`config.mk`:
```
export PLATFORM = sky130hd
export DESIGN_NAME = pdm_ctrl
export DESIGN_NICKNAME = d
export VERILOG_FILES = /design/src/rtl/pdm_pkg.sv /design/src/rtl/pdm_ctrl.sv /design/src/rtl/pdm_sync3.sv /design/src/rtl/pdm_settle_timer.sv
export SDC_FILE = /design/constraint.sdc
export NUM_CORES = 1
export LEC_CHECK = 0
export ABC_AREA = 1
export BUFFER_PORTS_ARGS = -buffer_cell sky130_fd_sc_hd__buf_2
export CAP_MARGIN = 20
export CORE_MARGIN = 4
export CORE_UTILIZATION = 61
export CTS_CLUSTER_DIAMETER = 80
export DETAILED_ROUTE_END_ITERATION = 12
export PLACE_DENSITY = 0.85
export SETUP_SLACK_MARGIN = 0.05
export SLEW_MARGIN = 20
export SYNTH_ARGS = -nofsm -noshare
export SYNTH_HDL_FRONTEND = slang
export SYNTH_HIERARCHICAL = 1
export SYNTH_SLANG_ARGS = --single-unit
```
`constraint.sdc`:
```
create_clock -name CLK_SYS_I -period 5.95 [get_ports CLK_SYS_I]
set_input_delay 1.19 -clock CLK_SYS_I [delete_from_list [all_inputs] [get_ports CLK_SYS_I]]
set_output_delay 1.19 -clock CLK_SYS_I [all_outputs]
set_load 0.005 [all_outputs]
```
`src/rtl/pdm_pkg.sv`:
```
// shared constants for the power-down mode controller
package pdm_pkg;

	// register byte offsets
	localparam logic [7:0] OFS_CTRL_ONE   = 8'h00;
	localparam logic [7:0] OFS_CTRL_TWO   = 8'h04;
	localparam logic [7:0] OFS_TIMER_MODE = 8'h08;
	localparam logic [7:0] OFS_WAKE_EN    = 8'h0c;
	localparam logic [7:0] OFS_STATUS     = 8'h10;

	// system_control_one fields
	localparam int BIT_STANDBY_SEL = 7;
	localparam int POS_SETTLE_SEL  = 4;
	localparam int BIT_LOW_SPEED   = 3;
	localparam int POS_MED_DIV     = 0;
	localparam logic [7:0] CTRL_ONE_RST = 8'h07;
	localparam logic [7:0] CTRL_ONE_FIX = 8'h04;

	// system_control_two fields
	localparam int BIT_NOISE_SEL   = 4;
	localparam int BIT_DIRECT      = 3;
	localparam int BIT_MED_SPEED   = 2;
	localparam int POS_SUB_DIV     = 0;
	localparam logic [7:0] CTRL_TWO_RST = 8'hf0;
	localparam logic [7:0] CTRL_TWO_FIX = 8'he0;

	// timer_a_mode_reg field
	localparam int BIT_TIMER_WATCH = 3;
	localparam logic [7:0] TIMER_MODE_RST = 8'h00;

	// wake request lines: 0/1 external, 2..9 wake-up pins, 10..12 timers a/f/g, rest other
	localparam int IRQ_W = 16;
	localparam logic [15:0] WAKE_EN_RST    = 16'h0000;
	localparam logic [15:0] SRC_SLEEP      = 16'hffff;
	localparam logic [15:0] SRC_STANDBY    = 16'h03ff;
	localparam logic [15:0] SRC_WATCH      = 16'h1ffd;

	// short settling waits in states (clock cycles)
	localparam logic [17:0] WAIT_2  = 18'h00002;
	localparam logic [17:0] WAIT_8  = 18'h00008;
	localparam logic [17:0] WAIT_16 = 18'h00010;

	// subactive divider as log2 of the ratio
	localparam logic [1:0] SUB_LOG2_DIV8 = 2'h3;
	localparam logic [1:0] SUB_LOG2_DIV4 = 2'h2;
	localparam logic [1:0] SUB_LOG2_DIV2 = 2'h1;

	// cpu clock source select
	localparam logic [1:0] CLK_SEL_FULL = 2'h0;
	localparam logic [1:0] CLK_SEL_MED  = 2'h1;
	localparam logic [1:0] CLK_SEL_SUB  = 2'h2;

	// mode codes on the mode output and in the status register
	localparam logic [3:0] MODE_RESET   = 4'h0;
	localparam logic [3:0] MODE_HIGH    = 4'h1;
	localparam logic [3:0] MODE_MED     = 4'h2;
	localparam logic [3:0] MODE_SUB     = 4'h3;
	localparam logic [3:0] MODE_SLEEP_H = 4'h4;
	localparam logic [3:0] MODE_SLEEP_M = 4'h5;
	localparam logic [3:0] MODE_STANDBY = 4'h6;
	localparam logic [3:0] MODE_WATCH   = 4'h7;
	localparam logic [3:0] MODE_SETTLE  = 4'h8;

	localparam logic [1:0] RESP_OKAY   = 2'h0;
	localparam logic [1:0] RESP_DECERR = 2'h3;

	typedef enum logic [8:0] {
		ST_RESET   = 9'h001,
		ST_HIGH    = 9'h002,
		ST_MED     = 9'h004,
		ST_SUB     = 9'h008,
		ST_SLEEP_H = 9'h010,
		ST_SLEEP_M = 9'h020,
		ST_STANDBY = 9'h040,
		ST_WATCH   = 9'h080,
		ST_SETTLE  = 9'h100
	} pdm_state_t;

endpackage

```
`src/rtl/pdm_ctrl.sv`:
```
// power-down mode controller with an axi4-lite register slave
`timescale 1ns/10ps
`default_nettype none
module pdm_ctrl #(
	parameter int WAIT_8K   = 8192,
	parameter int WAIT_16K  = 16384,
	parameter int WAIT_32K  = 32768,
	parameter int WAIT_64K  = 65536,
	parameter int WAIT_128K = 131072
) (
	// clock and reset
	input  wire logic                     CLK_SYS_I,
	input  wire logic                     RST_I,
	// axi4-lite write address and data
	input  wire logic                     S_AXI_AWVALID_I,
	output logic                          S_AXI_AWREADY_O,
	input  wire logic [7:0]               S_AXI_AWADDR_I,
	input  wire logic                     S_AXI_WVALID_I,
	output logic                          S_AXI_WREADY_O,
	input  wire logic [31:0]              S_AXI_WDATA_I,
	input  wire logic [3:0]               S_AXI_WSTRB_I,
	// axi4-lite write response
	output logic                          S_AXI_BVALID_O,
	input  wire logic                     S_AXI_BREADY_I,
	output logic [1:0]                    S_AXI_BRESP_O,
	// axi4-lite read
	input  wire logic                     S_AXI_ARVALID_I,
	output logic                          S_AXI_ARREADY_O,
	input  wire logic [7:0]               S_AXI_ARADDR_I,
	output logic                          S_AXI_RVALID_O,
	input  wire logic                     S_AXI_RREADY_I,
	output logic [31:0]                   S_AXI_RDATA_O,
	output logic [1:0]                    S_AXI_RRESP_O,
	// cpu core
	input  wire logic                     SLEEP_I,
	input  wire logic                     IRQ_MASK_I,
	output logic                          CPU_RESET_O,
	output logic                          EXC_START_O,
	// wake sources and reset pin, asynchronous
	input  wire logic [pdm_pkg::IRQ_W-1:0] IRQ_REQ_I,
	input  wire logic                     RESET_INPUT_LOW_N_I,
	// clock and pin gating
	output logic [3:0]                    MODE_O,
	output logic                          CPU_CLK_EN_O,
	output logic                          PERI_CLK_EN_O,
	output logic                          WATCH_PERI_EN_O,
	output logic                          OSC_EN_O,
	output logic                          PIN_HIZ_O,
	output logic [1:0]                    CPU_CLK_SEL_O,
	output logic [1:0]                    MED_DIV_O,
	output logic [1:0]                    SUB_DIV_LOG2_O,
	output logic                          NOISE_SEL_O
);
	pdm_pkg::pdm_state_t state_q;
	pdm_pkg::pdm_state_t state_d;
	pdm_pkg::pdm_state_t target_q;
	pdm_pkg::pdm_state_t target_d;

	logic [7:0]                ctrl_one_q;
	logic [7:0]                ctrl_two_q;
	logic [7:0]                timer_mode_q;
	logic [pdm_pkg::IRQ_W-1:0] wake_en_q;
	logic                      from_stby_q;
	logic                      from_stby_d;
	logic                      exc_d;
	logic                      start_d;

	logic [pdm_pkg::IRQ_W-1:0] irq_sync;
	logic                      rst_pin_sync;
	logic                      pin_reset;
	logic                      settle_busy;
	logic                      settle_done;
	logic [17:0]               settle_load;

	logic                      aw_hs;
	logic                      ar_hs;

	// control bit views
	logic       standby_select;
	logic       low_speed_wake_select;
	logic       medium_speed_select;
	logic       direct_transfer_select;
	logic       timer_watch_select;
	logic [2:0] settle_wait_sel;

	assign standby_select         = ctrl_one_q[pdm_pkg::BIT_STANDBY_SEL];
	assign low_speed_wake_select  = ctrl_one_q[pdm_pkg::BIT_LOW_SPEED];
	assign settle_wait_sel        = ctrl_one_q[pdm_pkg::POS_SETTLE_SEL +: 3];
	assign medium_speed_select    = ctrl_two_q[pdm_pkg::BIT_MED_SPEED];
	assign direct_transfer_select = ctrl_two_q[pdm_pkg::BIT_DIRECT];
	assign timer_watch_select     = timer_mode_q[pdm_pkg::BIT_TIMER_WATCH];

	// wake requests and reset pin come from outside the clock domain
	pdm_sync3 #(.WIDTH(pdm_pkg::IRQ_W)) u_irq_sync (
		.clk_i  (CLK_SYS_I),
		.rst_i  (RST_I),
		.async_i(IRQ_REQ_I),
		.sync_o (irq_sync)
	);

	pdm_sync3 #(.WIDTH(1)) u_rst_sync (
		.clk_i  (CLK_SYS_I),
		.rst_i  (RST_I),
		.async_i(RESET_INPUT_LOW_N_I),
		.sync_o (rst_pin_sync)
	);

	// synchroniser resets to 0, so the pin reads as asserted until it is seen high
	assign pin_reset = ~rst_pin_sync;

	// wake is refused under the cpu mask or a cleared source enable
	logic [pdm_pkg::IRQ_W-1:0] wake_req;
	assign wake_req = IRQ_MASK_I ? '0 : (irq_sync & wake_en_q);

	always_comb begin
		unique case (settle_wait_sel)
			3'h0:    settle_load = 18'(WAIT_8K);
			3'h1:    settle_load = 18'(WAIT_16K);
			3'h2:    settle_load = 18'(WAIT_32K);
			3'h3:    settle_load = 18'(WAIT_64K);
			3'h4:    settle_load = 18'(WAIT_128K);
			3'h5:    settle_load = pdm_pkg::WAIT_2;
			3'h6:    settle_load = pdm_pkg::WAIT_8;
			default: settle_load = pdm_pkg::WAIT_16;
		endcase
	end

	pdm_settle_timer #(.CNT_W(18)) u_settle (
		.clk_i  (CLK_SYS_I),
		.rst_i  (RST_I),
		.start_i(start_d),
		.load_i (settle_load),
		.busy_o (settle_busy),
		.done_o (settle_done)
	);

	// mode sequencing
	always_comb begin
		state_d     = state_q;
		target_d    = target_q;
		from_stby_d = from_stby_q;
		exc_d       = 1'b0;
		start_d     = 1'b0;
		unique case (state_q)
			pdm_pkg::ST_RESET: begin
				if (!pin_reset) begin
					state_d = pdm_pkg::ST_HIGH;
				end
			end
			pdm_pkg::ST_HIGH, pdm_pkg::ST_MED: begin
				if (SLEEP_I) begin
					if (direct_transfer_select && !standby_select && !low_speed_wake_select
							&& (medium_speed_select == (state_q == pdm_pkg::ST_HIGH))) begin
						state_d = medium_speed_select ? pdm_pkg::ST_MED : pdm_pkg::ST_HIGH;
						exc_d   = 1'b1;
					end else if (direct_transfer_select && standby_select && timer_watch_select
							&& low_speed_wake_select) begin
						state_d = pdm_pkg::ST_SUB;
						exc_d   = 1'b1;
					end else if (!standby_select && !low_speed_wake_select) begin
						// high and medium sleep take effect on this edge, ahead of the nominal point
						state_d = medium_speed_select ? pdm_pkg::ST_SLEEP_M
							: pdm_pkg::ST_SLEEP_H;
					end else if (standby_select && timer_watch_select) begin
						state_d = pdm_pkg::ST_WATCH;
					end else if (standby_select && !low_speed_wake_select) begin
						state_d = pdm_pkg::ST_STANDBY;
					end
				end
			end
			pdm_pkg::ST_SUB: begin
				if (SLEEP_I && standby_select && timer_watch_select) begin
					if (direct_transfer_select && !low_speed_wake_select) begin
						state_d     = pdm_pkg::ST_SETTLE;
						target_d    = medium_speed_select ? pdm_pkg::ST_MED : pdm_pkg::ST_HIGH;
						from_stby_d = 1'b0;
						start_d     = 1'b1;
					end else begin
						state_d = pdm_pkg::ST_WATCH;
					end
				end
			end
			pdm_pkg::ST_SLEEP_H, pdm_pkg::ST_SLEEP_M: begin
				if (|(wake_req & pdm_pkg::SRC_SLEEP)) begin
					state_d = (state_q == pdm_pkg::ST_SLEEP_M) ? pdm_pkg::ST_MED
						: pdm_pkg::ST_HIGH;
					exc_d   = 1'b1;
				end
			end
			pdm_pkg::ST_STANDBY: begin
				if (|(wake_req & pdm_pkg::SRC_STANDBY)) begin
					state_d     = pdm_pkg::ST_SETTLE;
					target_d    = medium_speed_select ? pdm_pkg::ST_MED : pdm_pkg::ST_HIGH;
					from_stby_d = 1'b1;
					start_d     = 1'b1;
				end
			end
			pdm_pkg::ST_WATCH: begin
				if (|(wake_req & pdm_pkg::SRC_WATCH)) begin
					if (low_speed_wake_select) begin
						state_d = pdm_pkg::ST_SUB;
						exc_d   = 1'b1;
					end else begin
						state_d     = pdm_pkg::ST_SETTLE;
						target_d    = medium_speed_select ? pdm_pkg::ST_MED : pdm_pkg::ST_HIGH;
						from_stby_d = 1'b0;
						start_d     = 1'b1;
					end
				end
			end
			pdm_pkg::ST_SETTLE: begin
				if (settle_done) begin
					state_d = target_q;
					exc_d   = 1'b1;
				end
			end
		endcase
		// the reset pin overrides every mode, sleeping or not
		if (pin_reset) begin
			state_d = pdm_pkg::ST_RESET;
			exc_d   = 1'b0;
			start_d = 1'b0;
		end
	end

	always_ff @(posedge CLK_SYS_I or posedge RST_I) begin
		if (RST_I) begin
			state_q     <= pdm_pkg::ST_RESET;
			target_q    <= pdm_pkg::ST_HIGH;
			from_stby_q <= 1'b0;
		end else begin
			state_q     <= state_d;
			target_q    <= target_d;
			from_stby_q <= from_stby_d;
		end
	end

	// registered mode outputs, all but the exception start (from exc_d) taken from the next state
	always_ff @(posedge CLK_SYS_I or posedge RST_I) begin
		if (RST_I) begin
			MODE_O          <= pdm_pkg::MODE_RESET;
			CPU_CLK_EN_O    <= 1'b1;
			PERI_CLK_EN_O   <= 1'b1;
			WATCH_PERI_EN_O <= 1'b1;
			OSC_EN_O        <= 1'b1;
			PIN_HIZ_O       <= 1'b0;
			CPU_RESET_O     <= 1'b1;
			CPU_CLK_SEL_O   <= pdm_pkg::CLK_SEL_FULL;
			EXC_START_O     <= 1'b0;
		end else begin
			EXC_START_O     <= exc_d;
			CPU_RESET_O     <= (state_d == pdm_pkg::ST_RESET);
			CPU_CLK_EN_O    <= state_d inside {pdm_pkg::ST_RESET, pdm_pkg::ST_HIGH,
				pdm_pkg::ST_MED, pdm_pkg::ST_SUB};
			PERI_CLK_EN_O   <= state_d inside {pdm_pkg::ST_RESET, pdm_pkg::ST_HIGH,
				pdm_pkg::ST_MED, pdm_pkg::ST_SUB, pdm_pkg::ST_SLEEP_H, pdm_pkg::ST_SLEEP_M};
			// only the watch-domain timers, event counter and lcd survive watch
			WATCH_PERI_EN_O <= !(state_d == pdm_pkg::ST_STANDBY
				|| (state_d == pdm_pkg::ST_SETTLE && from_stby_d));
			OSC_EN_O        <= !(state_d inside {pdm_pkg::ST_STANDBY, pdm_pkg::ST_WATCH,
				pdm_pkg::ST_SUB});
			// pins stay released until standby is fully cleared
			PIN_HIZ_O       <= (state_d == pdm_pkg::ST_STANDBY)
				|| (state_d == pdm_pkg::ST_SETTLE && from_stby_d);
			unique case (state_d)
				pdm_pkg::ST_MED, pdm_pkg::ST_SLEEP_M: CPU_CLK_SEL_O <= pdm_pkg::CLK_SEL_MED;
				pdm_pkg::ST_SUB, pdm_pkg::ST_WATCH:   CPU_CLK_SEL_O <= pdm_pkg::CLK_SEL_SUB;
				default:                              CPU_CLK_SEL_O <= pdm_pkg::CLK_SEL_FULL;
			endcase
			unique case (state_d)
				pdm_pkg::ST_RESET:   MODE_O <= pdm_pkg::MODE_RESET;
				pdm_pkg::ST_HIGH:    MODE_O <= pdm_pkg::MODE_HIGH;
				pdm_pkg::ST_MED:     MODE_O <= pdm_pkg::MODE_MED;
				pdm_pkg::ST_SUB:     MODE_O <= pdm_pkg::MODE_SUB;
				pdm_pkg::ST_SLEEP_H: MODE_O <= pdm_pkg::MODE_SLEEP_H;
				pdm_pkg::ST_SLEEP_M: MODE_O <= pdm_pkg::MODE_SLEEP_M;
				pdm_pkg::ST_STANDBY: MODE_O <= pdm_pkg::MODE_STANDBY;
				pdm_pkg::ST_WATCH:   MODE_O <= pdm_pkg::MODE_WATCH;
				default:             MODE_O <= pdm_pkg::MODE_SETTLE;
			endcase
		end
	end

	// register writes; a chip reset through the pin also restores them
	assign aw_hs = S_AXI_AWREADY_O & S_AXI_AWVALID_I;

	always_ff @(posedge CLK_SYS_I or posedge RST_I) begin
		if (RST_I) begin
			ctrl_one_q   <= pdm_pkg::CTRL_ONE_RST;
			ctrl_two_q   <= pdm_pkg::CTRL_TWO_RST;
			timer_mode_q <= pdm_pkg::TIMER_MODE_RST;
			wake_en_q    <= pdm_pkg::WAKE_EN_RST;
		end else if (pin_reset) begin
			ctrl_one_q   <= pdm_pkg::CTRL_ONE_RST;
			ctrl_two_q   <= pdm_pkg::CTRL_TWO_RST;
			timer_mode_q <= pdm_pkg::TIMER_MODE_RST;
			wake_en_q    <= pdm_pkg::WAKE_EN_RST;
		end else if (aw_hs) begin
			unique case (S_AXI_AWADDR_I)
				pdm_pkg::OFS_CTRL_ONE: begin
					if (S_AXI_WSTRB_I[0]) begin
						ctrl_one_q <= S_AXI_WDATA_I[7:0] | pdm_pkg::CTRL_ONE_FIX;
					end
				end
				pdm_pkg::OFS_CTRL_TWO: begin
					if (S_AXI_WSTRB_I[0]) begin
						ctrl_two_q[7:2] <= S_AXI_WDATA_I[7:2] | pdm_pkg::CTRL_TWO_FIX[7:2];
						if (state_q != pdm_pkg::ST_SUB) begin
							ctrl_two_q[1:0] <= S_AXI_WDATA_I[1:0];
						end
					end
				end
				pdm_pkg::OFS_TIMER_MODE: begin
					if (S_AXI_WSTRB_I[0]) begin
						timer_mode_q <= S_AXI_WDATA_I[7:0];
					end
				end
				pdm_pkg::OFS_WAKE_EN: begin
					if (S_AXI_WSTRB_I[0]) begin
						wake_en_q[7:0] <= S_AXI_WDATA_I[7:0];
					end
					if (S_AXI_WSTRB_I[1]) begin
						wake_en_q[15:8] <= S_AXI_WDATA_I[15:8];
					end
				end
				default: begin
				end
			endcase
		end
	end

	// divider outputs follow the stored selects
	always_ff @(posedge CLK_SYS_I or posedge RST_I) begin
		if (RST_I) begin
			MED_DIV_O      <= pdm_pkg::CTRL_ONE_RST[1:0];
			SUB_DIV_LOG2_O <= pdm_pkg::SUB_LOG2_DIV8;
			NOISE_SEL_O    <= pdm_pkg::CTRL_TWO_RST[pdm_pkg::BIT_NOISE_SEL];
		end else begin
			MED_DIV_O   <= ctrl_one_q[pdm_pkg::POS_MED_DIV +: 2];
			NOISE_SEL_O <= ctrl_two_q[pdm_pkg::BIT_NOISE_SEL];
			if (ctrl_two_q[pdm_pkg::POS_SUB_DIV + 1]) begin
				SUB_DIV_LOG2_O <= pdm_pkg::SUB_LOG2_DIV2;
			end else if (ctrl_two_q[pdm_pkg::POS_SUB_DIV]) begin
				SUB_DIV_LOG2_O <= pdm_pkg::SUB_LOG2_DIV4;
			end else begin
				SUB_DIV_LOG2_O <= pdm_pkg::SUB_LOG2_DIV8;
			end
		end
	end

	// write channel: address and data are taken together, one write in flight
	always_ff @(posedge CLK_SYS_I or posedge RST_I) begin
		if (RST_I) begin
			S_AXI_AWREADY_O <= 1'b0;
			S_AXI_WREADY_O  <= 1'b0;
			S_AXI_BVALID_O  <= 1'b0;
			S_AXI_BRESP_O   <= pdm_pkg::RESP_OKAY;
		end else begin
			S_AXI_AWREADY_O <= !S_AXI_AWREADY_O && !S_AXI_BVALID_O
				&& S_AXI_AWVALID_I && S_AXI_WVALID_I;
			S_AXI_WREADY_O  <= !S_AXI_AWREADY_O && !S_AXI_BVALID_O
				&& S_AXI_AWVALID_I && S_AXI_WVALID_I;
			if (aw_hs) begin
				S_AXI_BVALID_O <= 1'b1;
				S_AXI_BRESP_O  <= (S_AXI_AWADDR_I inside {pdm_pkg::OFS_CTRL_ONE,
					pdm_pkg::OFS_CTRL_TWO, pdm_pkg::OFS_TIMER_MODE, pdm_pkg::OFS_WAKE_EN,
					pdm_pkg::OFS_STATUS}) ? pdm_pkg::RESP_OKAY : pdm_pkg::RESP_DECERR;
			end else if (S_AXI_BREADY_I) begin
				S_AXI_BVALID_O <= 1'b0;
			end
		end
	end

	// read channel
	assign ar_hs = S_AXI_ARREADY_O & S_AXI_ARVALID_I;

	always_ff @(posedge CLK_SYS_I or posedge RST_I) begin
		if (RST_I) begin
			S_AXI_ARREADY_O <= 1'b0;
			S_AXI_RVALID_O  <= 1'b0;
			S_AXI_RDATA_O   <= 32'h00000000;
			S_AXI_RRESP_O   <= pdm_pkg::RESP_OKAY;
		end else begin
			S_AXI_ARREADY_O <= !S_AXI_ARREADY_O && !S_AXI_RVALID_O && S_AXI_ARVALID_I;
			if (ar_hs) begin
				S_AXI_RVALID_O <= 1'b1;
				S_AXI_RRESP_O  <= pdm_pkg::RESP_OKAY;
				unique case (S_AXI_ARADDR_I)
					pdm_pkg::OFS_CTRL_ONE:   S_AXI_RDATA_O <= {24'h000000, ctrl_one_q};
					pdm_pkg::OFS_CTRL_TWO:   S_AXI_RDATA_O <= {24'h000000, ctrl_two_q};
					pdm_pkg::OFS_TIMER_MODE: S_AXI_RDATA_O <= {24'h000000, timer_mode_q};
					pdm_pkg::OFS_WAKE_EN:    S_AXI_RDATA_O <= {16'h0000, wake_en_q};
					pdm_pkg::OFS_STATUS:     S_AXI_RDATA_O <= {27'h0000000, settle_busy, MODE_O};
					default: begin
						S_AXI_RDATA_O <= 32'h00000000;
						S_AXI_RRESP_O <= pdm_pkg::RESP_DECERR;
					end
				endcase
			end else if (S_AXI_RREADY_I) begin
				S_AXI_RVALID_O <= 1'b0;
			end
		end
	end
endmodule
`default_nettype wire

```
`src/rtl/pdm_sync3.sv`:
```
// three-stage synchroniser that accepts a level once stages two and three agree
`timescale 1ns/10ps
`default_nettype none
module pdm_sync3 #(
	parameter int WIDTH = 1
) (
	// clock and reset
	input  wire logic             clk_i,
	input  wire logic             rst_i,
	// data
	input  wire logic [WIDTH-1:0] async_i,
	output logic      [WIDTH-1:0] sync_o
);
	logic [WIDTH-1:0] s1_q;
	logic [WIDTH-1:0] s2_q;
	logic [WIDTH-1:0] s3_q;
	logic [WIDTH-1:0] held_q;

	always_ff @(posedge clk_i or posedge rst_i) begin
		if (rst_i) begin
			s1_q <= '0;
			s2_q <= '0;
			s3_q <= '0;
		end else begin
			s1_q <= async_i;
			s2_q <= s1_q;
			s3_q <= s2_q;
		end
	end

	// a bit holds its last agreed value while stages two and three differ
	always_ff @(posedge clk_i or posedge rst_i) begin
		if (rst_i) begin
			held_q <= '0;
		end else begin
			held_q <= sync_o;
		end
	end

	assign sync_o = (s2_q & s3_q) | (held_q & (s2_q | s3_q));
endmodule
`default_nettype wire

```
`src/rtl/pdm_settle_timer.sv`:
```
// oscillator settling wait counter
`timescale 1ns/10ps
`default_nettype none
module pdm_settle_timer #(
	parameter int CNT_W = 18
) (
	// clock and reset
	input  wire logic             clk_i,
	input  wire logic             rst_i,
	// control
	input  wire logic             start_i,
	input  wire logic [CNT_W-1:0] load_i,
	output logic                  busy_o,
	output logic                  done_o
);
	logic [CNT_W-1:0] cnt_q;
	logic             busy_q;
	logic             done_q;

	always_ff @(posedge clk_i or posedge rst_i) begin
		if (rst_i) begin
			cnt_q  <= '0;
			busy_q <= 1'b0;
			done_q <= 1'b0;
		end else begin
			done_q <= 1'b0;
			if (start_i) begin
				cnt_q  <= load_i - CNT_W'(1);
				busy_q <= 1'b1;
			end else if (busy_q) begin
				if (cnt_q == '0) begin
					busy_q <= 1'b0;
					done_q <= 1'b1;
				end else begin
					cnt_q <= cnt_q - CNT_W'(1);
				end
			end
		end
	end

	assign busy_o = busy_q;
	assign done_o = done_q;
endmodule
`default_nettype wire

```
Word-level counts from Yosys, hierarchy flattened
Cells that the tools add are included.
{"block": "word_totals", "register_bits": 205, "in_bits": 78, "out_inout_bits": 59, "elab_cells": 240}
{"block": "op_classes", "addsub": 2, "eq_ne": 48, "mux": 85, "n_bitwise": 11, "reduce_logical": 55}
{"operator": "$mux W9", "count": 19}
{"operator": "$pmux W18 S7", "count": 1}
{"operator": "$mux W8", "count": 13}
{"operator": "$pmux W16 S5", "count": 1}
{"operator": "$mux W16", "count": 4}
{"operator": "$pmux W9 S7", "count": 1}
{"operator": "$mux W18", "count": 3}
{"operator": "$and A16 B16 Y16", "count": 3}
{"operator": "$sub A18 B1 Y18 const B", "count": 2}
{"operator": "$eq A8 B4 Y1 const B", "count": 4}
{"operator": "$or A16 B16 Y16", "count": 2}
{"operator": "$pmux W4 S8", "count": 1}
{"operator": "$mux W1", "count": 30}
{"operator": "$pmux W9 S3", "count": 1}
{"operator": "$eq A9 B1 Y1 const B", "count": 2}
{"operator": "$eq A9 B2 Y1 const B", "count": 2}
{"operator": "$eq A9 B3 Y1 const B", "count": 2}
{"operator": "$eq A9 B4 Y1 const B", "count": 2}
{"operator": "$eq A9 B5 Y1 const B", "count": 2}
{"operator": "$eq A9 B6 Y1 const B", "count": 2}
{"operator": "$eq A9 B7 Y1 const B", "count": 2}
{"operator": "$eq A9 B8 Y1 const B", "count": 2}
{"operator": "$eq A9 B9 Y1 const B", "count": 2}
{"operator": "$logic_and A1 B1 Y1", "count": 18}
{"operator": "other kinds (36)", "count": 80}

Longest topological paths before layout
{"block": "depth", "ltp_word": 14, "mapped_depth": 27, "depth_no_buf": 26}

By module
The synthesis kept the hierarchy.
{"module": "pdm_ctrl", "n_inst": 1, "cells_each": 603, "area_per_inst_um2": 4658.2, "seq_area_each_um2": 2220.9}
{"module": "pdm_sync3 (u_irq_sync)", "n_inst": 1, "cells_each": 129, "area_per_inst_um2": 1865.5, "seq_area_each_um2": 1601.5}
{"module": "pdm_settle_timer", "n_inst": 1, "cells_each": 287, "area_per_inst_um2": 1651.6, "seq_area_each_um2": 500.5}
{"module": "pdm_sync3 (u_rst_sync)", "n_inst": 1, "cells_each": 9, "area_per_inst_um2": 120.1, "seq_area_each_um2": 100.1}

Least setup slack after synthesis
Ideal clock, no wire load.
{"block": "synth_path", "path_type": "input to register", "startpoint": "input SLEEP_I", "endpoint": "register u_settle.cnt_q[12]", "setup_ns": 0.117, "t_arrival_ns": 3.515, "slack_ns": 2.318, "stages": 24, "n_path_buf": 2, "cell_sequence": "buf_2 > inv_1 > nor2_1 > inv_1 > nor2_1 > o21ai_1 > nor3_2 > nand3_1 > inv_1 > inv_2 > buf_6 > nand2_1 > nand2_1 > inv_1 > ha_1 > inv_1 > nor2_1 > nand2_1 > nor2_2 > nand2_1 > nand2_1 > nand2_1 > nand2_1 > nand2_1"}
{"block": "synth_between", "elab_chain_cells": 7, "elab_cells_between_ends": 9}
{"element": "start, declared", "line_no": "pdm_ctrl.sv:35", "rtl": "input wire logic SLEEP_I,"}
{"element": "$logic_and A1 B1 Y1 (*) (2 in series)", "line_no": "pdm_ctrl.sv:172", "rtl": "if (SLEEP_I && standby_select && timer_watch_select) begin"}
{"element": "$mux W1 (*)", "line_no": "pdm_ctrl.sv:172"}
{"element": "$pmux W1 S3 (*)", "line_no": "pdm_ctrl.sv:144", "rtl": "unique case (state_q)"}
{"element": "$mux W1 (*)", "line_no": "pdm_ctrl.sv:219", "rtl": "if (pin_reset) begin"}
{"element": "named net start_d", "line_no": "pdm_ctrl.sv:66", "rtl": "logic start_d;"}
{"element": "$ne A2 B2 Y1 (no line) / $reduce_bool A2 Y1 (equally long branches)"}
{"element": "$reduce_and A2 Y1 (no line)"}
{"element": "end signal, assigned", "line_no": "pdm_settle_timer.sv:28", "rtl": "cnt_q <= load_i - CNT_W'(1);"}
{"element": "end signal, assigned", "line_no": "pdm_settle_timer.sv:35", "rtl": "cnt_q <= cnt_q - CNT_W'(1);"}
{"element": "end, declared", "line_no": "pdm_settle_timer.sv:16", "rtl": "logic [CNT_W-1:0] cnt_q;"}
The timed path passes the listed nets; every way through them passes the cells marked *.
A chain may end at the register's enable or synchronous reset.

Final worst setup path
{"block": "layout_path", "startpoint": "input IRQ_MASK_I", "endpoint": "register u_settle.cnt_q[12]"}
{"block": "layout_between", "elab_chain_cells": 7, "elab_cells_between_ends": 11}
{"element": "start, declared", "line_no": "pdm_ctrl.sv:36", "rtl": "input wire logic IRQ_MASK_I,"}
{"element": "$mux W16 (*)", "line_no": "pdm_ctrl.sv:113", "rtl": "assign wake_req = IRQ_MASK_I ? '0 : (irq_sync & wake_en_q);"}
{"element": "$reduce_or A12 Y1 / $reduce_or A10 Y1 (equally long branches)", "line_no": "pdm_ctrl.sv:199, pdm_ctrl.sv:191"}
{"element": "$mux W1, on equally long branches", "line_no": "pdm_ctrl.sv:199, pdm_ctrl.sv:191"}
{"element": "$pmux W1 S3 (*)", "line_no": "pdm_ctrl.sv:144"}
{"element": "$mux W1 (*)", "line_no": "pdm_ctrl.sv:219"}
{"element": "named net start_d", "line_no": "pdm_ctrl.sv:66"}
{"element": "$ne A2 B2 Y1 (no line) / $reduce_bool A2 Y1 (equally long branches)"}
{"element": "$reduce_and A2 Y1 (no line)"}
Marks and branches as above.

==> run_results.csv <==
group,metric,value,unit
route,dr.pass1.iters,5,
setup_path,worstSetupEndpointType,"flip-flop",
setup_path,cp-start-kind,"input pin",
place,io_buffer_count,102,
route,ant_nets,0,
place,dp_hpwl,14600,um
floorplan,core_area,0.0133,mm2
sta,tns,0,ns
setup_path,worstReg2RegStart,"u_irq_sync/s2_q[5]",
clock_tree,clk_latency,0.44,ns
min_path,hold_depth,0,
power,vdd_drop_max,0.183,mV
min_path,hold_class,"reg2reg",
logic_synthesis,ys_warn_count,6,
clock_tree,root_buffer,"clkbuf_16",
clock_tree,cts_tree,"yes",
setup_path,worstPathRequired,6.27,ns
sta,tightestPinTransition,1.16,ns
power,powerDensity,287,mW/mm2
power,p_leak,4.97,nW
route,detail_route.vias_per_cell,5.42,
setup_path,crit_slowest_cell,"nor3_2",
cells_and_area,insertedDiodeCount,0,
min_path,whs_endpoint,"u_irq_sync/s2_q[1]",
sta,timing.final.crit_share,70.8,%
place,place_congestion,0.920,
cells_and_area,fin_area,0.00954,mm2
job,cap_violations,0,
route,avgRoutedWirePerCell,15.5,um
floorplan,die_h,125,um
clock_tree,post-cts-setup-buffer-count,0,
setup_path,crit_path_max_incr_delay,0.34,ns
setup_path,path_class,"in2reg",
sta,whs,0.348,ns
logic_synthesis,yosysSeqAreaShare,53.3,%
setup_path,critPathArrivalTime,4.53,ns
route,num_vias,7263,
clock_tree,clock_sinks,176,
logic_synthesis,synth_top_area_share,48.6,%
logic_synthesis,synthArstFlopShare,100,%
setup_path,critical-path-top-delay-family,"simple AND/OR/NAND/NOR gates",
logic_synthesis,netlist_top_cells_count,"315 x nand2_1, 161 x dfrtp_1, 121 x inv_1",
min_path,hold_start,"u_irq_sync/s1_q[1]",
logic_synthesis,ys.flop_type,"dfrtp_1",
global_routing,grt_max_degree,65,
global_routing,grt_pass1_vias,7078,
sta,setup_violations,0,
cells_and_area,fillers,1032,
setup_path,r2r_slack,2.12,ns
sta,maxSlewViolCount,0,
power,p_clk_share,40.3,%
floorplan,die_x,125,um
power,switching_power,0.000748,W
logic_synthesis,synth.most_common_cell,"nand2_1",
sta,max_freq,237,MHz
cells_and_area,ff_latch_area,0.00442,mm2
clock_tree,cts_buffers,17,
cells_and_area,drive_above_1_share,17.4,%
cells_and_area,area_delta_synth_final,15.0,%
clock_tree,cts-root-to-sink-buffers,2,
power,comb_power_share,10.2,%
place,dpl_cell_area,0.00895,mm2
logic_synthesis,synth_area,0.00830,mm2
route,routed_wl,20800,um
sta,max_slew_margin,22.0,%
clock_tree,cts.repair.resized,0,
power,switching_share,27.3,%
place,preCtsSetupSlack,1.36,ns
route,drtIter0Drc,770,
floorplan,die_area,0.0155,mm2
setup_path,r2r-end,"u_settle/cnt_q[12]",
global_routing,antenna_found_initial,0,
logic_synthesis,yosysTopAreaCell,"dfrtp_1",
clock_tree,path_clk_slew,0.07,ns
global_routing,grt_pass1_wl,34300,um
logic_synthesis,avgSynthCellArea,8.07,um2
setup_path,crit_fanout,23,
floorplan,io_pins,137,
setup_path,rr_worst_depth,27,
logic_synthesis,ys_ff_latch,176,
setup_path,path_buf_inv,7,
route,drc,0,
sta,grt_setup_unrepaired,"no",
status,outcome,"finished, final reports clean",
sta,fin_worst_skew,0.0102,ns
clock_tree,cts_htree_levels,4,
logic_synthesis,synth_edf_count,0,
power,internal-power,0.00199,W
sta,fin_crit,4.21,ns
floorplan,start_util,62.4,%
clock_tree,hold_buffers,0,
sta,timing.final.hold_violations,0,
cells_and_area,nNetsFinal,1231,
setup_path,path_common_cell,"nand2_1",
global_routing,overflow,0,
logic_synthesis,syn-instance-count,1028,
power,p_seq_share,49.6,%
logic_synthesis,synth_cell_types,40,
global_routing,grt_usage,27.7,%
logic_synthesis,synthTopCellsByArea,"dfrtp_1 49%, nand2_1 14%, inv_1 5.5%",
cells_and_area,multi_input_area,0.00324,mm2
sta,setup_slack,1.74,ns
floorplan,rows,42,
==> flip-flops by register name (all words and copies together), names as in the netlist, 4 cells and up <==
name,flops
u_irq_sync/held_q,16
u_irq_sync/s1_q,16
u_irq_sync/s3_q,16
u_irq_sync/s2_q,16
state_q,9
timer_mode_q,8
u_settle/cnt_q,18
ctrl_two_q,5
S_AXI_RDATA_O,16
MODE_O,4
ctrl_one_q,7
wake_en_q,16
==> cell usage in the layout (no fill, tap or decap), drive strengths merged <==
cell / n
nor2: 109
nand3: 70
conb: 34
a21o: 1
ha: 1
o31ai: 4
a31oi: 2
nand2: 326
clkinv: 9
a21oi: 34
o211ai: 2
nand4: 13
xor2: 1
clkbuf: 20
dfrtp: 161
o21a: 2
a211oi: 3
a22o: 1
buf: 108
a221oi: 5
nor3: 14
nor3b: 1
o22ai: 2
dfstp: 15
clkinvlp: 2
o21ai: 88
inv: 136
bufinv: 1
==> per-layer routing <==
metal / vias up / part of all wire, % / track usage, %
li1: 3463 / - / -
met1: 3400 / 40 / 36.1
met2: 339 / 48 / 44.7
met3: 61 / 8.7 / 6.39
met4: 0 / 3.2 / 11.8
met5: - / 0 / 0
==> cells by family after synthesis <==
group | count (synthesis) | share of synthesized area, %
AOI/OAI and AO/OA | 144 | 9.43
buffers and inverters | 172 | 9.20
adders and majority gates | 1 | 0.151
DFF | 176 | 53.3
and+or+nand+nor | 533 | 27.8
other | 1 | 0.0452
xor gates and xnor gates | 1 | 0.106
==> how the worst max path moves through the flow <==
stage          cells past startpoint  startpoint  slack, ns                  to
4_1_cts                           19  IRQ_MASK_I       1.77   u_settle/cnt_q[2]
5_1_grt                           25  IRQ_MASK_I       1.31  u_settle/cnt_q[12]
3_3_place_gp                      19  IRQ_MASK_I       1.44   u_settle/cnt_q[2]
6_report                          25  IRQ_MASK_I       1.74  u_settle/cnt_q[12]
3_5_place_dp                      19  IRQ_MASK_I       1.36   u_settle/cnt_q[2]
2_1_floorplan                     24     SLEEP_I       2.32  u_settle/cnt_q[12]
==> metrics by stage <==
| step | power [W] | utilization [%] | std cells |
|---|---|---|---|
| final | 0.00274 | 71.7 | 1341 |
| after global routing | 0.00285 | 71.7 | 1341 |
| after CTS | 0.00274 | 71.7 | 1341 |
| after global placement | 0.00163 | 67.3 | 1309 |
| after floorplan | 0.00153 | - | 1061 |
| after detailed placement | 0.00164 | 67.3 | 1309 |
==> power groups by stage <==
stage	Combinational, W	Clock, W	Sequential (W)
after floorplan	0.000177	0	0.00136
after global placement	0.000264	0	0.00137
after detailed placement	0.000271	0	0.00137
after CTS	0.000278	0.00111	0.00135
after global routing	0.000316	0.00117	0.00136
final	0.000279	0.00110	0.00136
==> worst register-to-register path, cell delays in order (launching register included) <==
cell,delay (ns)
dfrtp_1,0.37
nand2_1,0.07
a21oi_1,0.26
nand2_1,0.09
nand2_1,0.08
nand2_1,0.06
nand2_1,0.10
nor2_1,0.05
nand3_1,0.18
a21oi_1,0.15
nor3_2,0.34
nand3_1,0.12
inv_1,0.10
buf_4,0.25
inv_2,0.19
nand2_1,0.10
nand2_1,0.07
inv_1,0.06
ha_1,0.16
inv_1,0.05
nor2_1,0.21
nand2_1,0.15
nor2_2,0.22
nand2_1,0.07
nand2_1,0.06
nand2_1,0.05
nand2_1,0.05
nand2_1,0.06
==> final cells by class <==
type,instances,area share [%]
Sequential cell,176,46.4
Multi-Input combinational cell,713,34.0
Timing Repair Buffer,108,5.83
Inverter,136,5.41
Clock buffer,20,4.79
Tap cell,176,2.31
Clock inverter,12,1.29
Power figures use the tool's default switching activity.
